[src/hw/dfpsm_params.svh]
// Constants for the dual fan PWM drive and speed monitor: timing, thresholds and codes
`ifndef DFPSM_PARAMS_SVH
`define DFPSM_PARAMS_SVH

// System clock rate in MHz (10 ns period)
`define DFPSM_CLK_MHZ          100

// Forced full-on start-up time, in milliseconds, and its cycle count
`define DFPSM_STARTUP_MS       1000
`define DFPSM_STARTUP_CYCLES   (`DFPSM_STARTUP_MS * `DFPSM_CLK_MHZ * 1000)

// Speed gate window and overflow release time, in milliseconds, and its cycle count
`define DFPSM_GATE_MS          2400
`define DFPSM_GATE_CYCLES      (`DFPSM_GATE_MS * `DFPSM_CLK_MHZ * 1000)

// PWM period (about 30 Hz) in microseconds, split into equal duty steps
`define DFPSM_PWM_PERIOD_US    33333
`define DFPSM_PWM_STEPS        256
`define DFPSM_PWM_STEP_CYCLES  ((`DFPSM_PWM_PERIOD_US * `DFPSM_CLK_MHZ) / `DFPSM_PWM_STEPS)
`define DFPSM_PWM_LAST_STEP    8'hff

// Analog input range in millivolts: 1620 mV and 2600 mV
`define DFPSM_VIN_LOW_MV       12'h654
`define DFPSM_VIN_HIGH_MV      12'ha28
`define DFPSM_VIN_SPAN_MV      32'h3d4

// Duty in PWM steps: 30 % is 77 of 256, 100 % is all 256
`define DFPSM_DUTY_MIN_STEPS   9'h04d
`define DFPSM_DUTY_FULL_STEPS  9'h100
`define DFPSM_DUTY_RISE_STEPS  32'hb3

// Duty code scale in parts of 300: 90 base, 14 per code
`define DFPSM_DUTY_BASE_PARTS  32'h5a
`define DFPSM_DUTY_CODE_PARTS  32'he
`define DFPSM_DUTY_ALL_PARTS   32'h12c

// Duty code used for an open analog input, and the duty register reset value
`define DFPSM_DUTY_OPEN_CODE   4'h2
`define DFPSM_DUTY_RESET       4'h2

// Largest speed count: 511 counts of 25 RPM is 12775 RPM
`define DFPSM_SPEED_MAX        9'h1ff

`endif

[src/hw/dfpsm_pkg.sv]
// Types shared by the dual fan PWM drive and speed monitor
package dfpsm_pkg;

  // Drive sequencer states
  typedef enum logic [1:0] {
    DFPSM_SHUT,
    DFPSM_START,
    DFPSM_RUN
  } dfpsm_state_t;

  // Whole state of the top module
  typedef struct packed {
    dfpsm_state_t state;       // Sequencer state
    logic [31:0]  startTimer;  // Start-up elapsed cycles
    logic [31:0]  stepTimer;   // Cycles inside one duty step
    logic [7:0]   stepCnt;     // Duty step inside the period
    logic [8:0]   activeDuty;  // Duty in steps for this period
    logic         pwm;         // Drive output
    logic [3:0]   dutyCode;    // Duty register
    logic [31:0]  gateTimer;   // Speed gate window cycles
    logic         gateEnd;     // Gate window end pulse
    logic [8:0]   read1;       // Fan 1 reading as presented
    logic [8:0]   read2;       // Fan 2 reading as presented
    logic         otFlag;      // Over-temperature status bit
    logic         otAlarmN;    // Over-temperature alarm, active low
  } dfpsm_top_state_t;

  // Whole state of one fan meter
  typedef struct packed {
    logic        sync1;        // Synchroniser first stage
    logic        sync2;        // Synchroniser second stage
    logic        prev;         // Previous synchronised level
    logic [15:0] pulseCnt;     // Pulses in the running window
    logic [8:0]  count;        // Last speed count
    logic        ovf;          // Speed overflow flag
  } dfpsm_meter_state_t;

endpackage : dfpsm_pkg

[src/hw/dfpsm_fan_meter.sv]
// One fan speed meter: pulse synchroniser, edge counter and gated speed register
`timescale 1ns/1ps
`default_nettype none
`include "dfpsm_params.svh"

module dfpsm_fan_meter
  import dfpsm_pkg::*;
(
  input  wire logic       sys_clk,    // System clock
  input  wire logic       rstn,       // Synchronous reset, active low
  input  wire logic       pulseIn,    // Commutation pulse sense
  input  wire logic [1:0] pprCode,    // Pulses per revolution code
  input  wire logic       gateEnd,    // Window end pulse
  output var  logic [8:0] speedCount, // Speed in 25 RPM counts
  output var  logic       overflow    // Speed above the maximum
);

  ////////////////////////////////////////////////////////////////////////////
  // State

  dfpsm_meter_state_t cur;  // Registered state
  dfpsm_meter_state_t nxt;  // Next state

  localparam dfpsm_meter_state_t METER_RESET = '{
    sync1: 1'b0, sync2: 1'b0, prev: 1'b0, pulseCnt: 16'h0000,
    count: 9'h000, ovf: 1'b0
  };

  logic        rise;     // Qualified rising edge
  logic [15:0] scaled;   // Window pulses divided by pulses per rev

  ////////////////////////////////////////////////////////////////////////////
  // Next state

  // Window of 2.4 s makes pulses per rev equal to counts of 25 RPM
  always_comb begin
    nxt    = cur;
    // Only the second stage reads the first
    nxt.sync1 = pulseIn;
    nxt.sync2 = cur.sync1;
    nxt.prev  = cur.sync2;
    rise      = cur.sync2 & ~cur.prev;
    // Code 0..3 means 1, 2, 4 or 8 pulses, so a plain shift divides
    scaled    = cur.pulseCnt >> pprCode;
    if (gateEnd) begin
      // Edge on the window end starts the next window
      nxt.pulseCnt = rise ? 16'h0001 : 16'h0000;
      if (scaled > {7'h00, `DFPSM_SPEED_MAX}) begin
        // Above 12775 RPM the reading pins at full scale
        nxt.count = `DFPSM_SPEED_MAX;
        nxt.ovf   = 1'b1;
      end else begin
        nxt.count = scaled[8:0];
        // Whole window below the maximum releases the flag
        nxt.ovf   = 1'b0;
      end
    end else if (rise && (cur.pulseCnt != 16'hffff)) begin
      // Saturate rather than wrap on a runaway input
      nxt.pulseCnt = cur.pulseCnt + 16'h0001;
    end
  end

  ////////////////////////////////////////////////////////////////////////////
  // Registers

  // Single state register
  always_ff @(posedge sys_clk) begin
    if (!rstn) begin
      cur <= METER_RESET;
    end else begin
      cur <= nxt;
    end
  end

  assign speedCount = cur.count;
  assign overflow   = cur.ovf;

endmodule : dfpsm_fan_meter
`default_nettype wire

[src/hw/dfpsm_top.sv]
// Dual fan PWM drive with duty source selection, start-up, shutdown and speed readings
//
// Behaviour
// Duty source follows config bit 5, analog default
// Open analog input gives duty code 0010
// Source switch takes effect without reset or shutdown
// Analog 1.62 V to 2.6 V maps 30%-100%
// Analog below range clamps duty at 30%
// Analog above range raises alarm and status bit
// Host sets source bit, then writes duty code
// Four-bit duty register, 30% plus 4.67 per code
// Power-up and shutdown exit force 100% duty
// Full-on one second, then source is chosen
// Only the shutdown bit stops the drive
// Stalled fan still gets programmed duty pulses
// Pulses per rev 1/2/4/8 per fan field
// Nine-bit read-only speed, 25 RPM per count
// Fine bit picks 25 RPM, else 50 RPM
// Speed above 12775 RPM sets overflow flag
// Overflow clears after 2.4 s below maximum
// Duty changes land on PWM period boundary
// Sense inputs synchronised, each edge counted once
`timescale 1ns/1ps
`default_nettype none
`include "dfpsm_params.svh"

module dfpsm_top
  import dfpsm_pkg::*;
#(
  parameter logic [31:0] STARTUP_CYCLES = `DFPSM_STARTUP_CYCLES,  // Full-on start-up length
  parameter logic [31:0] GATE_CYCLES    = `DFPSM_GATE_CYCLES,     // Speed gate window length
  parameter logic [31:0] STEP_CYCLES    = `DFPSM_PWM_STEP_CYCLES  // Cycles per duty step
) (
  input  wire logic        sys_clk,             // System clock, 100 MHz
  input  wire logic        rstn,                // Synchronous reset, active low
  input  wire logic        shutdownRequest,     // Config bit 0
  input  wire logic [1:0]  fan1PulsesPerRev,    // Config bits 2-1
  input  wire logic [1:0]  fan2PulsesPerRev,    // Config bits 4-3
  input  wire logic        dutySourceSelect,    // Config bit 5, 1 selects register
  input  wire logic        speedFineResolution, // Config bit 6
  input  wire logic        dutyWrEn,            // Duty register write strobe
  input  wire logic [3:0]  dutyWrData,          // Duty register write data
  input  wire logic [11:0] analogTempInput,     // Analog input in millivolts
  input  wire logic        analogInputOpen,     // Analog input unconnected
  input  wire logic        fan1PulseIn,         // Fan 1 commutation sense
  input  wire logic        fan2PulseIn,         // Fan 2 commutation sense
  output var  logic        pwmDriveOut,         // Fan drive, active high
  output var  logic [3:0]  pwmDutyCode,         // Duty register read back
  output var  logic [8:0]  fan1SpeedReading,    // Fan 1 speed register
  output var  logic [8:0]  fan2SpeedReading,    // Fan 2 speed register
  output var  logic        fan1SpeedOverflow,   // Status bit 3
  output var  logic        fan2SpeedOverflow,   // Status bit 4
  output var  logic        overtempFlag,        // Status bit 5
  output var  logic        overtempAlarmN       // Over-temperature alarm, active low
);

  ////////////////////////////////////////////////////////////////////////////
  // State and reset value

  dfpsm_top_state_t cur;  // Registered state
  dfpsm_top_state_t nxt;  // Next state

  // Reset is a power-up: start in the forced full-on phase
  localparam dfpsm_top_state_t TOP_RESET = '{
    state:      DFPSM_START,
    startTimer: 32'h0000_0000,
    stepTimer:  32'h0000_0000,
    stepCnt:    8'h00,
    activeDuty: `DFPSM_DUTY_FULL_STEPS,
    pwm:        1'b0,
    dutyCode:   `DFPSM_DUTY_RESET,
    gateTimer:  32'h0000_0000,
    gateEnd:    1'b0,
    read1:      9'h000,
    read2:      9'h000,
    otFlag:     1'b0,
    otAlarmN:   1'b1
  };

  ////////////////////////////////////////////////////////////////////////////
  // Fan meters

  logic [1:0]       fanPulse;   // Sense inputs by fan
  logic [1:0][1:0]  fanPpr;     // Pulses per rev codes by fan
  logic [1:0][8:0]  fanCount;   // Raw speed counts by fan
  logic [1:0]       fanOvf;     // Overflow flags by fan

  assign fanPulse  = {fan2PulseIn, fan1PulseIn};
  assign fanPpr[0] = fan1PulsesPerRev;
  assign fanPpr[1] = fan2PulsesPerRev;

  // One meter per fan, sharing the gate window
  for (genvar g = 0; g < 2; g++) begin : gFan
    dfpsm_fan_meter u_dfpsm_fan_meter (
      .sys_clk    (sys_clk),
      .rstn       (rstn),
      .pulseIn    (fanPulse[g]),
      .pprCode    (fanPpr[g]),
      .gateEnd    (cur.gateEnd),
      .speedCount (fanCount[g]),
      .overflow   (fanOvf[g])
    );
  end

  ////////////////////////////////////////////////////////////////////////////
  // Duty conversion

  // Duty code to steps of 256: 30 % plus 14/300 per code
  function automatic logic [8:0] codeSteps(input logic [3:0] code);
    logic [31:0] parts;
    logic [31:0] steps;
    parts = `DFPSM_DUTY_BASE_PARTS + (`DFPSM_DUTY_CODE_PARTS * {28'h0, code});
    // Truncation keeps every code within one step of its table value
    steps = (parts * `DFPSM_PWM_STEPS) / `DFPSM_DUTY_ALL_PARTS;
    return steps[8:0];
  endfunction : codeSteps

  // Analog millivolts to steps of 256, clamped at both ends
  function automatic logic [8:0] analogSteps(input logic [11:0] mv);
    logic [31:0] delta;
    logic [31:0] steps;
    delta = 32'h0;
    steps = 32'h0;
    if (mv <= `DFPSM_VIN_LOW_MV) begin
      // Below the range the floor holds
      steps = {23'h0, `DFPSM_DUTY_MIN_STEPS};
    end else if (mv >= `DFPSM_VIN_HIGH_MV) begin
      steps = {23'h0, `DFPSM_DUTY_FULL_STEPS};
    end else begin
      // Straight line between 30 % and 100 %
      delta = {20'h0, mv - `DFPSM_VIN_LOW_MV};
      steps = {23'h0, `DFPSM_DUTY_MIN_STEPS}
            + (delta * `DFPSM_DUTY_RISE_STEPS) / `DFPSM_VIN_SPAN_MV;
    end
    return steps[8:0];
  endfunction : analogSteps

  ////////////////////////////////////////////////////////////////////////////
  // Next state

  logic [8:0] targetDuty;  // Duty the selected source asks for
  logic       stepDone;    // Last cycle of a duty step
  logic       periodWrap;  // Last cycle of a PWM period
  logic       overTemp;    // Analog input above its range

  // Source select, sequencer, PWM counter, gate timer and status
  always_comb begin
    nxt        = cur;
    targetDuty = `DFPSM_DUTY_FULL_STEPS;
    stepDone   = 1'b0;
    periodWrap = 1'b0;
    overTemp   = 1'b0;

    // Duty register write; it is always writable
    if (dutyWrEn) begin
      nxt.dutyCode = dutyWrData;
    end

    // Source is read live, so a switch needs no reset; host writes code after select
    if (dutySourceSelect) begin
      targetDuty = codeSteps(cur.dutyCode);
    end else if (analogInputOpen) begin
      targetDuty = codeSteps(`DFPSM_DUTY_OPEN_CODE);
    end else begin
      targetDuty = analogSteps(analogTempInput);
    end

    // PWM period counter: steps of STEP_CYCLES, 256 steps a period
    stepDone   = (cur.stepTimer == STEP_CYCLES - 32'h1);
    periodWrap = stepDone && (cur.stepCnt == `DFPSM_PWM_LAST_STEP);
    if (stepDone) begin
      nxt.stepTimer = 32'h0;
      nxt.stepCnt   = cur.stepCnt + 8'h01;
    end else begin
      nxt.stepTimer = cur.stepTimer + 32'h1;
    end

    // Drive sequencer
    case (cur.state)
      DFPSM_SHUT: begin
        // Leaving shutdown restarts a fresh period at full on
        if (!shutdownRequest) begin
          nxt.state      = DFPSM_START;
          nxt.startTimer = 32'h0;
          nxt.stepTimer  = 32'h0;
          nxt.stepCnt    = 8'h00;
          nxt.activeDuty = `DFPSM_DUTY_FULL_STEPS;
        end
      end
      DFPSM_START: begin
        // Full on throughout; the source is not looked at yet
        nxt.activeDuty = `DFPSM_DUTY_FULL_STEPS;
        if (cur.startTimer == STARTUP_CYCLES - 32'h1) begin
          nxt.state = DFPSM_RUN;
        end else begin
          nxt.startTimer = cur.startTimer + 32'h1;
        end
      end
      DFPSM_RUN: begin
        // New duty only at a period boundary, so no pulse is cut short
        if (periodWrap) begin
          nxt.activeDuty = targetDuty;
        end
      end
      default: begin
        nxt.state = DFPSM_START;
      end
    endcase

    // Shutdown wins from any state; nothing else stops the drive
    if (shutdownRequest) begin
      nxt.state = DFPSM_SHUT;
    end

    // High while the step is below the duty; a fan fault never gates this
    nxt.pwm = (nxt.state != DFPSM_SHUT)
           && ({1'b0, nxt.stepCnt} < nxt.activeDuty);

    // Speed gate window, free running
    nxt.gateEnd = 1'b0;
    if (cur.gateTimer == GATE_CYCLES - 32'h1) begin
      nxt.gateTimer = 32'h0;
      nxt.gateEnd   = 1'b1;
    end else begin
      nxt.gateTimer = cur.gateTimer + 32'h1;
    end

    // Fine resolution shows all nine bits, coarse drops the lowest
    if (speedFineResolution) begin
      nxt.read1 = fanCount[0];
      nxt.read2 = fanCount[1];
    end else begin
      nxt.read1 = {1'b0, fanCount[0][8:1]};
      nxt.read2 = {1'b0, fanCount[1][8:1]};
    end

    // Over-temperature follows the input level, clearing when it falls back
    overTemp     = !analogInputOpen && (analogTempInput > `DFPSM_VIN_HIGH_MV);
    nxt.otFlag   = overTemp;
    nxt.otAlarmN = ~overTemp;
  end

  ////////////////////////////////////////////////////////////////////////////
  // Registers

  // Single state register
  always_ff @(posedge sys_clk) begin
    if (!rstn) begin
      cur <= TOP_RESET;
    end else begin
      cur <= nxt;
    end
  end

  ////////////////////////////////////////////////////////////////////////////
  // Outputs, all from flip-flops

  assign pwmDriveOut       = cur.pwm;
  assign pwmDutyCode       = cur.dutyCode;
  assign fan1SpeedReading  = cur.read1;
  assign fan2SpeedReading  = cur.read2;
  assign fan1SpeedOverflow = fanOvf[0];
  assign fan2SpeedOverflow = fanOvf[1];
  assign overtempFlag      = cur.otFlag;
  assign overtempAlarmN    = cur.otAlarmN;

endmodule : dfpsm_top
`default_nettype wire

[config.mk]
export PLATFORM = sky130hd
export DESIGN_NAME = dfpsm_top
export DESIGN_NICKNAME = d
export VERILOG_FILES = /design/src/hw/dfpsm_pkg.sv /design/src/hw/dfpsm_fan_meter.sv /design/src/hw/dfpsm_top.sv
export VERILOG_INCLUDE_DIRS = /design/src /design/src/hw
export SDC_FILE = /design/constraint.sdc
export NUM_CORES = 1
export LEC_CHECK = 0
export ABC_CLOCK_PERIOD_IN_PS = 13600
export BUFFER_PORTS_ARGS = -buffer_cell sky130_fd_sc_hd__buf_2
export CAP_MARGIN = 40
export CORE_MARGIN = 5
export CORE_UTILIZATION = 45
export DETAILED_ROUTE_END_ITERATION = 8
export SKIP_LAST_GASP = 1
export SLEW_MARGIN = 0
export SYNTH_ARGS = -nofsm -noshare
export SYNTH_HDL_FRONTEND = slang
export SYNTH_SLANG_ARGS = --single-unit
export TNS_END_PERCENT = 10
[constraint.sdc]
create_clock -name sys_clk -period 13.6 [get_ports sys_clk]
set_input_delay 0 -clock sys_clk [delete_from_list [all_inputs] [get_ports sys_clk]]
set_output_delay 0 -clock sys_clk [all_outputs]
set_load 0.02 [all_outputs]
# == Yosys cells after proc, flatten, opt, wreduce, memory -nomap -nowiden ==
# Index checks and enable logic that the tools add are counted.
# classes
div_mod_pow,2
order_cmp,6
add_sub_neg,9
mul,2
mux,25
reduce_logical,14
bitwise,6
shift,2
n_eq_ne,10
# op_table
operator,n
"32-bit by 1-bit adder with 32-bit output, second input constant",3
83-bit two-way mux,1
16-bit two-way mux,4
32-bit two-way mux,2
32-bit case mux with 2 select lines,1
9-bit two-way mux,5
40-bit two-way mux,1
"16-bit by 1-bit adder with 16-bit output, second input constant",2
"20-bit by 10-bit divider with 32-bit output, second input constant",1
"32-bit by 9-bit divider with 32-bit output, second input constant",1
"32-bit by 14-bit equality test with 1-bit output, second input constant",1
"32-bit by 27-bit equality test with 1-bit output, second input constant",1
"32-bit by 28-bit equality test with 1-bit output, second input constant",1
"16-bit by 9-bit > comparator with 1-bit output, second input constant",2
"16-bit inequality test, second input constant",2
16-bit by 2-bit right shift with 16-bit output,2
9-bit case mux with 3 select lines,1
"12-bit by 8-bit multiplier with 20-bit output, second input constant",1
10-bit two-way mux,2
17-bit two-way mux,1
"12-bit greater-or-equal comparator, second input constant",1
"12-bit > comparator, second input constant",1
"12-bit by 11-bit less-or-equal comparator with 1-bit output, second input constant",1
"12-bit by 11-bit subtractor with 12-bit output, second input constant",1
22 further kinds,37
# totals
input_bits,29
out_inout_bits,27
elab_cells,103
regBits,199

# == Depth between registers and ports, before layout ==
# Gate-level depths: netlist of the first run.
# depth
word_depth,12
depth_mapped,68
mapped_depth_nobuf,59

# == Modules after synthesis ==
# Synthesis of the first run repeated with hierarchy kept, for this count alone.
# hier_totals
hier_cells,2260
area_unflattened_um2,17914.7
# modules_own_cells
module,seq_area_each_um2,area_each_um2,cells_per_inst,n_inst
dfpsm_top,2822.7,14669.1,1936,1
dfpsm_fan_meter,580.6,1622.8,162,2

# == Worst setup path after synthesis of the first run ==
# Ideal clock, no wire load.
# synth_path
path_type,in2reg
start,in analogTempInput[2]
end,reg cur (netlist bit pwmDriveOut)
t_arrival_ns,13.465
n_path_buf,4
stages,59
t_required_ns,13.530
slack_ns,0.066
setup_time_ns,0.070
cell_sequence,o21ai_0 -> inv_1 -> o21ai_0 -> xor2_1 -> ha_1 -> inv_1 -> fa_1 -> fa_1 -> inv_1 -> fa_1 -> ha_1 -> buf_2 -> a21oi_1 -> o21ai_0 -> a311oi_4 -> o21a_2 -> o21ai_2 -> o311a_1 -> [23 not listed] -> and2_1 -> or3_1 -> nor2_1 -> a31oi_1 -> or2_2 -> ha_1 -> xnor2_1 -> o21ai_0 -> and3_1 -> a21oi_1 -> ha_1 -> a21o_1 -> a21o_1 -> a21oi_1 -> nor2_1 -> a211oi_1 -> o21ai_0 -> a21oi_1
# synth_between
elab_chain_len,12
elab_cells_between_ends,14
classes_between,add/sub (2); mul (1); div (1); order compare (3); mux (6); reduce/logical (1)
# synth_rtl
element,line,rtl
"start, declared",dfpsm_top.sv:43,"input wire logic [11:0] analogTempInput,"
12-bit by 11-bit subtractor with 12-bit output (no line),-,
12-bit by 8-bit multiplier with 20-bit output (no line),-,
20-bit by 10-bit divider with 32-bit output (no line),-,
7-bit by 9-bit adder with 9-bit output (no line),-,
9-bit two-way mux,dfpsm_top.sv:127,end else if (mv >= `DFPSM_VIN_HIGH_MV) begin
9-bit two-way mux (*),dfpsm_top.sv:124,if (mv <= `DFPSM_VIN_LOW_MV) begin
9-bit two-way mux (*),dfpsm_top.sv:162,end else if (analogInputOpen) begin
9-bit two-way mux (*),dfpsm_top.sv:160,if (dutySourceSelect) begin
9-bit two-way mux (*),dfpsm_top.sv:201,if (periodWrap) begin
9-bit case mux with 3 select lines (*),dfpsm_top.sv:179,case (cur.state)
8-bit by 9-bit less-than comparator with 1-bit output (*),dfpsm_top.sv:217,"&& ({1'b0, nxt.stepCnt} < nxt.activeDuty);"
1-bit logical AND (*),dfpsm_top.sv:217,
"end signal, assigned",dfpsm_top.sv:251,cur <= nxt;
"end, declared",dfpsm_top.sv:60,dfpsm_top_state_t cur;
# Every way passes the cells marked *; elsewhere a longest branch is shown, timed or not.
# A chain may end at the register's enable or synchronous reset.

# == Worst setup path in the final report of the first run ==
# Ends and elaborated chain as after synthesis.

==> results of run 1 <==
per-stage QoR:
stage / setup WS, ns / cells / instance area (µm²) / utilization, %
2_1_floorplan: 0.0656 / 2261 / 18000 / -
3_3_place_gp: -0.0484 / 2926 / 19900 / 50.0
3_5_place_dp: -0.370 / 2930 / 20000 / 50.2
4_1_cts: 0.0997 / 2975 / 20700 / 52.1
5_1_grt: -0.0540 / 2995 / 21700 / 54.6
6_report: 0.529 / 2996 / 21700 / 54.6
path summary, 6_finish.rpt:
| kind | slack, ns | endpoint | from | cells past startpoint |
|---|---|---|---|---|
| max | 0.53 | pwmDriveOut$_SDFF_PN0_ | analogTempInput[2] | 65 |
| min | 0.06 | overtempAlarmN$_SDFF_PN1_ | analogTempInput[11] | 4 |
| max reg2reg | 1.00 | pwmDriveOut$_SDFF_PN0_ | pwmDutyCode[1]$_SDFFE_PN1P_ | 55 |
| min reg2reg | 0.44 | gFan[1].u_dfpsm_fan_meter.cur[27]$_SDFF_PN0_ | gFan[1].u_dfpsm_fan_meter.cur[28]$_SDFF_PN0_ | 1 |
cells in the mapped netlist (10+ instances only):
master	instances	area share, %
or2_2	12	0.42
nor3_1	53	1.5
a22oi_1	10	0.42
a21o_1	24	1.0
mux2_2	20	1.2
ha_1	90	6.2
o31ai_1	11	0.46
dfxtp_1	199	22
o21ai_0	113	3.1
nand2b_1	19	0.66
or3_1	39	1.4
nor2b_1	41	1.4
fa_1	29	3.2
mux2i_1	51	2.8
nand2_1	189	3.9
o22ai_1	14	0.49
o21ai_1	17	0.47
inv_1	92	1.9
mux4_2	18	2.2
a21oi_1	118	3.3
nand4_1	38	1.3
a31oi_1	25	0.87
buf_2	18	0.50
nor2_1	256	5.3
xnor2_1	100	4.9
clkbuf_1	57	1.2
o221a_2	21	1.3
a211oi_1	24	1.0
o21a_1	12	0.50
buf_4	23	0.96
nand3_1	93	2.6
o211ai_1	26	1.1
nor4_1	20	0.69
and3_1	37	1.3
xor2_1	94	4.6
and2_1	32	1.1
cell families after synthesis:
| kind of cell | share of synthesized area, % |
|---|---|
| flops | 22.1 |
| fa+ha+maj | 9.74 |
| compound gates | 22.7 |
| mux | 6.55 |
| xor+xnor | 9.98 |
| simple gates | 24.1 |
| buf+inv | 4.89 |
worst max-delay path: cells and delay by family:
| kind | cells | cell delay (ns) |
|---|---|---|
| AO/OA/AOI/OAI | 32 | 6.79 |
| XOR/XNOR | 2 | 0.42 |
| adder cells (fa/ha/maj) | 7 | 2.13 |
| buffers and inverters | 11 | 1.44 |
| multiplexers | 2 | 0.42 |
| AND/OR/NAND/NOR | 11 | 2.27 |
cell type report:
type / instances / area [µm²] / share of cell area [%]
well taps: 525 / 657 / 3.03
repair buffers: 285 / 2090 / 9.65
flip-flops and latches: 199 / 3980 / 18.4
inverters: 92 / 345 / 1.59
clock buffers: 17 / 425 / 1.96
clock inverters: 15 / 205 / 0.946
multi-input cells: 1862 / 14000 / 64.4
diodes: 1 / 2.50 / 0.0115
sequential cells by signal, indices dropped and copies added, names as in the netlist:
register                           cells
pwmDriveOut                            1
overtempFlag                           1
pwmDutyCode                            4
fan1SpeedReading                       9
fan2SpeedReading                       9
overtempAlarmN                         1
gFan.u_dfpsm_fan_meter.cur            38
cur                                  116
gFan.u_dfpsm_fan_meter.overflow        2
gFan.u_dfpsm_fan_meter.speedCount     18
routing by layer:
metal | up-vias | GRT usage (%)
li1 | 8630 | -
met1 | 8134 | 28.7
met2 | 287 | 32.9
met3 | 33 | 3.07
met4 | 0 | 4.28
met5 | - | 0
timing repair:
| item | 4_1_cts | 5_1_grt |
|---|---|---|
| endpoints found under the setup margin | 0 | 5 |
| endpoints found under the hold margin | 10 | 0 |
| gates resized for setup | 0 | 163 |
| hold buffers | 13 | 0 |
| buffers inserted | 0 | 20 |
==> reports/metrics.csv, run 1 <==
stage,metric,value,unit
yosys,"Primary FF master, synth",dfxtp_1,
placement,RePlAce Congestion,0.909,
worst_setup_path,critical path launch point type,input port,
route,final wirelength,46.7,mm
clock_network,Clock Sinks,199,
route,routed length on met2,22.0,mm
route,met1 wire length,22.8,mm
sta,Final period util,96.1,%
min_path,Hold Crit Class,in2reg,
grt,initial antenna violation count,1,
layout,most frequent cells in the layout,"nor2_1, buf_4, dfxtp_1",
layout,layout cells sized above 1,22.0,%
yosys,post-synthesis sequential area ratio,22.1,%
worst_setup_path,slowest CP cell,fa_1,
grt,first-pass GRT wire length,77.1,mm
floorplanning,CORE AREA,0.0397,mm²
clock_network,CTS tree,yes,
clock_network,clk_lat worst skew,0.48,ns
run_status,outcome,completed,
grt,largest net degree at the start of global routing,75,
sta,setup violators final,0,
yosys,Post-Syn Area,0.0180,mm²
clock_network,"Reg clk slew, reported paths",0.08,ns
clock_network,number of CTS-inserted buffers,17,
sta,clock skew after layout,0.0162,ns
yosys,Mean Syn Cell Area,7.98,µm²
sta,Final min period,13.07,ns
placement,DP HPWL,35.6,mm
yosys,Post-synth EDFFs,0,
yosys,asr flop ratio synth,0,%
grt,vias in the first global route,15800,
worst_setup_path,Arrival @ worst endpoint,13.47,ns
placement,Port Buffers,55,
floorplanning,Initial Utilization,45.4,%
worst_setup_path,CP Capture Type,flip-flop,
route,top sig layer,met4,
sta,WHS,0.0605,ns
route,Vias,17100,
worst_setup_path,critical path's largest stage delay,0.53,ns
floorplanning,Ports,56,
sta,Sum Neg Setup Slack,0,ns
yosys,Synth Instances,2261,
clock_network,Clock Tree Buf Depth,2,
route,routed vias/inst,5.70,
floorplanning,# rows,73,
route,antenna violation net count after detailed routing,0,
sta,fmax,76.5,MHz
route,DR pass1 iterations,6,
layout,fill cell count,3728,
grt,all-layer global routing usage,20.3,%
sta,Slew HR,42.2,%
route,Met3 Wirelength,1.40,mm
yosys,yosys warns,0,
sta,Final Hold Fails,0,
yosys,number of synthesized register bits,199,
floorplanning,die area,0.0442,mm²
sta,Max Slew Vio Count,0,
layout,Layout Nets,2605,
layout,Layout area overhead,20.2,%
worst_setup_path,"Req. time, crit path",14.00,ns
layout,"commonest non-fill, non-tap cell in the layout",nor2_1,
floorplanning,Die Width,210,µm
sta,Slew @ Worst Pin,0.860,ns
worst_setup_path,CP most frequent cell,buf_4,
worst_setup_path,crit path kind,in2reg,
route,DRC Markers,0,
run,Max Cap Violations,0,
yosys,Yosys cell types,116,
worst_setup_path,Crit Path Max Fanout,7,
route,WL per Instance,15.6,µm
floorplanning,Die Y,210,µm
route,initial DRC count,1252,
yosys,Syn Nets,2409,
grt,Overflow after GRT,0,
clock_network,Clock Root Buffer,clkbuf_16,
clock_network,H-tree levels,4,
Power of run 1 is left out: the tool's default activity adds up to more than one toggle a clock period on the data nets, which glitch-free logic cannot reach.
==> run 2, diff against run 1 <==
ABC_AREA = 1   (was default)
CAP_MARGIN = default   (was 40)
CORE_UTILIZATION = 58   (was 45)
PLACE_DENSITY = 0.78   (was default)
==> run 2 against run 1 <==
Net effect: global-route usage up 2.9 points; via count down 4.9%; wire length down 17%; sequential share of layout area up 2.9 points; highest routed layer is now met5; die area down 24%; utilization up 8.5 points; final cell count up 2.7%.
==> reports/metrics.csv, run 2 <==
stage,metric,value,unit
route,routed vias/inst,5.28,
worst_setup_path,slowest CP cell,fa_1,
sta,Final min period,11.91,ns
clock_network,H-tree levels,4,
clock_network,CTS tree,yes,
floorplanning,Initial Utilization,58.9,%
yosys,Post-Syn Area,0.0175,mm²
sta,Slew HR,33.5,%
grt,vias in the first global route,15400,
sta,clock skew after layout,0.0144,ns
floorplanning,CORE AREA,0.0297,mm²
layout,multi-input logic area,0.0114,mm²
route,Vias,16200,
worst_setup_path,CP most frequent cell,nand2_4,
route,antenna violation net count after detailed routing,0,
sta,Final period util,87.6,%
yosys,Area contributors post-synth,"dfxtp_1, nand2_1, inv_1",
yosys,"count leader, synth",nand2_1,
grt,initial antenna violation count,2,
min_path,HP Start,analogTempInput[7],
sta,Max Slew Vio Count,0,
yosys,Synth Instances,2635,
clock_network,"Reg clk slew, reported paths",0.08,ns
sta,RSZ-0062 raised after global routing,no,
yosys,Post-synth EDFFs,0,
layout,sequential standard cell area,0.00398,mm²
route,DRC Markers,0,
grt,all-layer global routing usage,23.2,%
yosys,post-synthesis sequential area ratio,22.8,%
worst_setup_path,crit path kind,in2reg,
floorplanning,Die Y,184,µm
layout,Layout area overhead,7.07,%
clock_network,post-cts sizing count,0,
yosys,cell taking the most area after synthesis,dfxtp_1,
clock_network,Clock Tree Buf Depth,2,
layout,layout cells sized above 1,14.1,%
min_path,Hold Crit Depth,5,
floorplanning,die area,0.0337,mm²
placement,RePlAce Congestion,0.912,
floorplanning,Die Width,184,µm
min_path,Worst Hold End,overtempFlag$_SDFF_PN0_,
yosys,yosys warns,0,
placement,Port Buffers,55,
worst_setup_path,"Req. time, crit path",13.94,ns
yosys,"Primary FF master, synth",dfxtp_1,
grt,first-pass GRT wire length,67.8,mm
clock_network,Clock Sinks,199,
worst_setup_path,"reg-to-reg slack, setup",2.68,ns
floorplanning,Ports,56,
worst_setup_path,CP Capture Type,flip-flop,
worst_setup_path,critical path's largest stage delay,0.51,ns
sta,fmax,83.9,MHz
layout,Largest Register,cur,
grt,Overflow after GRT,0,
run,Max Cap Violations,0,
yosys,Mean Syn Cell Area,6.64,µm²
sta,setup violators final,0,
clock_network,number of CTS-inserted buffers,17,
layout,Diodes inserted,0,
route,WL per Instance,12.6,µm
clock_network,clk_lat worst skew,0.44,ns
sta,Final Hold Fails,0,
yosys,asr flop ratio synth,0,%
yosys,Synth top area share,22.8,%
worst_setup_path,critical path launch point type,input port,
sta,Sum Neg Setup Slack,0,ns
layout,"commonest non-fill, non-tap cell in the layout",nand2_1,
worst_setup_path,Arrival @ worst endpoint,12.26,ns
grt,largest net degree at the start of global routing,52,
worst_setup_path,Crit Path Max Fanout,14,
route,DR pass1 iterations,7,
sta,Slew @ Worst Pin,0.995,ns
clock_network,Clock Root Buffer,clkbuf_16,
worst_setup_path,r2r endpoint,pwmDriveOut$_SDFF_PN0_,
layout,max reg flops,116,
placement,DP HPWL,30.9,mm
yosys,Synth top cells by count,"nand2_1, inv_1, nor2_1, dfxtp_1, nand3_1",
run_status,outcome,completed,
placement,placed insts,3025,
layout,most frequent cells in the layout,"nand2_1, inv_1, nor2_1",
route,initial DRC count,985,
floorplanning,# rows,63,
worst_setup_path,Reg-to-Reg Start,pwmDutyCode[0]$_SDFFE_PN0P_,
yosys,Syn Nets,2782,
clock_network,post-CTS setup buffer count,0,
layout,Final Non-Filler Cells,3076,
min_path,Hold Crit Class,in2reg,
yosys,Yosys cell types,77,
clock_network,hold buffers post-CTS,19,
yosys,number of synthesized register bits,199,
route,final wirelength,38.9,mm
layout,fill cell count,2656,
layout,Layout Nets,2820,
worst_setup_path,reg2reg path depth,66,
==> run 2: cell types whose count changed after synthesis, moves of 27 or more <==
cell,change
nand2_1,+349
xnor2_1,-87
mux2i_1,-43
clkbuf_1,-27
xor2_1,-33
inv_1,+321
nand2_4,+50
inv_2,+29
and3_1,-32
nand3_1,+76
and2_1,-28
nor2b_1,-41
or3_1,-37
nand2_2,+93
==> run 2: stage by stage <==
| stage | util [%] | hold WS [ns] | worst slack (ns) | instance area (µm²) |
|---|---|---|---|---|
| final | 63.0 | 0.0383 | 1.69 | 18700 |
| after floorplan | - | 0.0976 | 2.98 | 17500 |
| after detailed placement | 60.3 | 0.189 | 1.32 | 17900 |
| after global placement | 60.3 | 0.192 | 1.75 | 17900 |
| after CTS | 63.0 | 0.0220 | 1.74 | 18700 |
| after global routing | 63.0 | 0.0826 | 0.466 | 18700 |
==> run 2: worst max-delay path: cells and delay by family <==
| kind | cells | cell delay, ns |
|---|---|---|
| AO/OA/AOI/OAI | 10 | 1.50 |
| XOR/XNOR | 1 | 0.49 |
| adder cells (fa/ha/maj) | 8 | 2.89 |
| buffers and inverters | 12 | 0.89 |
| AND/OR/NAND/NOR | 62 | 6.40 |
==> run 2: routing by layer <==
metal / share of wire, % / track usage, % / routed length [µm]
met1: 47 / 29.8 / 18300
met2: 47 / 40.9 / 18400
met3: 4.1 / 3.44 / 1590
met4: 1.5 / 5.78 / 593
met5: 0.069 / 0 / 27
==> run 2: kinds of logic (layout without fill, tap and decap cells) <==
family | count (synthesis) | count (layout) | synth area share, %
AO/OA/AOI/OAI | 353 | 353 | 12.2
XOR/XNOR | 78 | 78 | 4.08
adder cells (fa/ha/maj) | 118 | 118 | 9.68
buffers and inverters | 525 | 576 | 12.3
flip-flops | 199 | 199 | 22.8
multiplexers | 9 | 9 | 0.522
AND/OR/NAND/NOR | 1353 | 1353 | 38.4
==> run 2: how the worst max path moves through the flow <==
stage	startpoint	slack, ns	depth (start not counted)	endpoint
6_report	analogTempInput[2]	1.69	93	pwmDriveOut$_SDFF_PN0_
2_1_floorplan	analogTempInput[2]	2.98	96	pwmDriveOut$_SDFF_PN0_
3_5_place_dp	analogTempInput[2]	1.32	93	pwmDriveOut$_SDFF_PN0_
5_1_grt	analogTempInput[2]	0.47	93	pwmDriveOut$_SDFF_PN0_
4_1_cts	analogTempInput[2]	1.74	93	pwmDriveOut$_SDFF_PN0_
3_3_place_gp	analogTempInput[2]	1.75	92	pwmDriveOut$_SDFF_PN0_
==> run 2: layout make-up <==
| class | instances | area share, % |
|---|---|---|
| flip-flops and latches | 199 | 21.3 |
| repair buffers | 78 | 2.65 |
| inverters | 466 | 9.59 |
| well taps | 390 | 2.61 |
| multi-input cells | 1911 | 60.6 |
| clock buffers | 20 | 2.44 |
| clock inverters | 12 | 0.828 |
Power of run 2 is left out for the same reason.
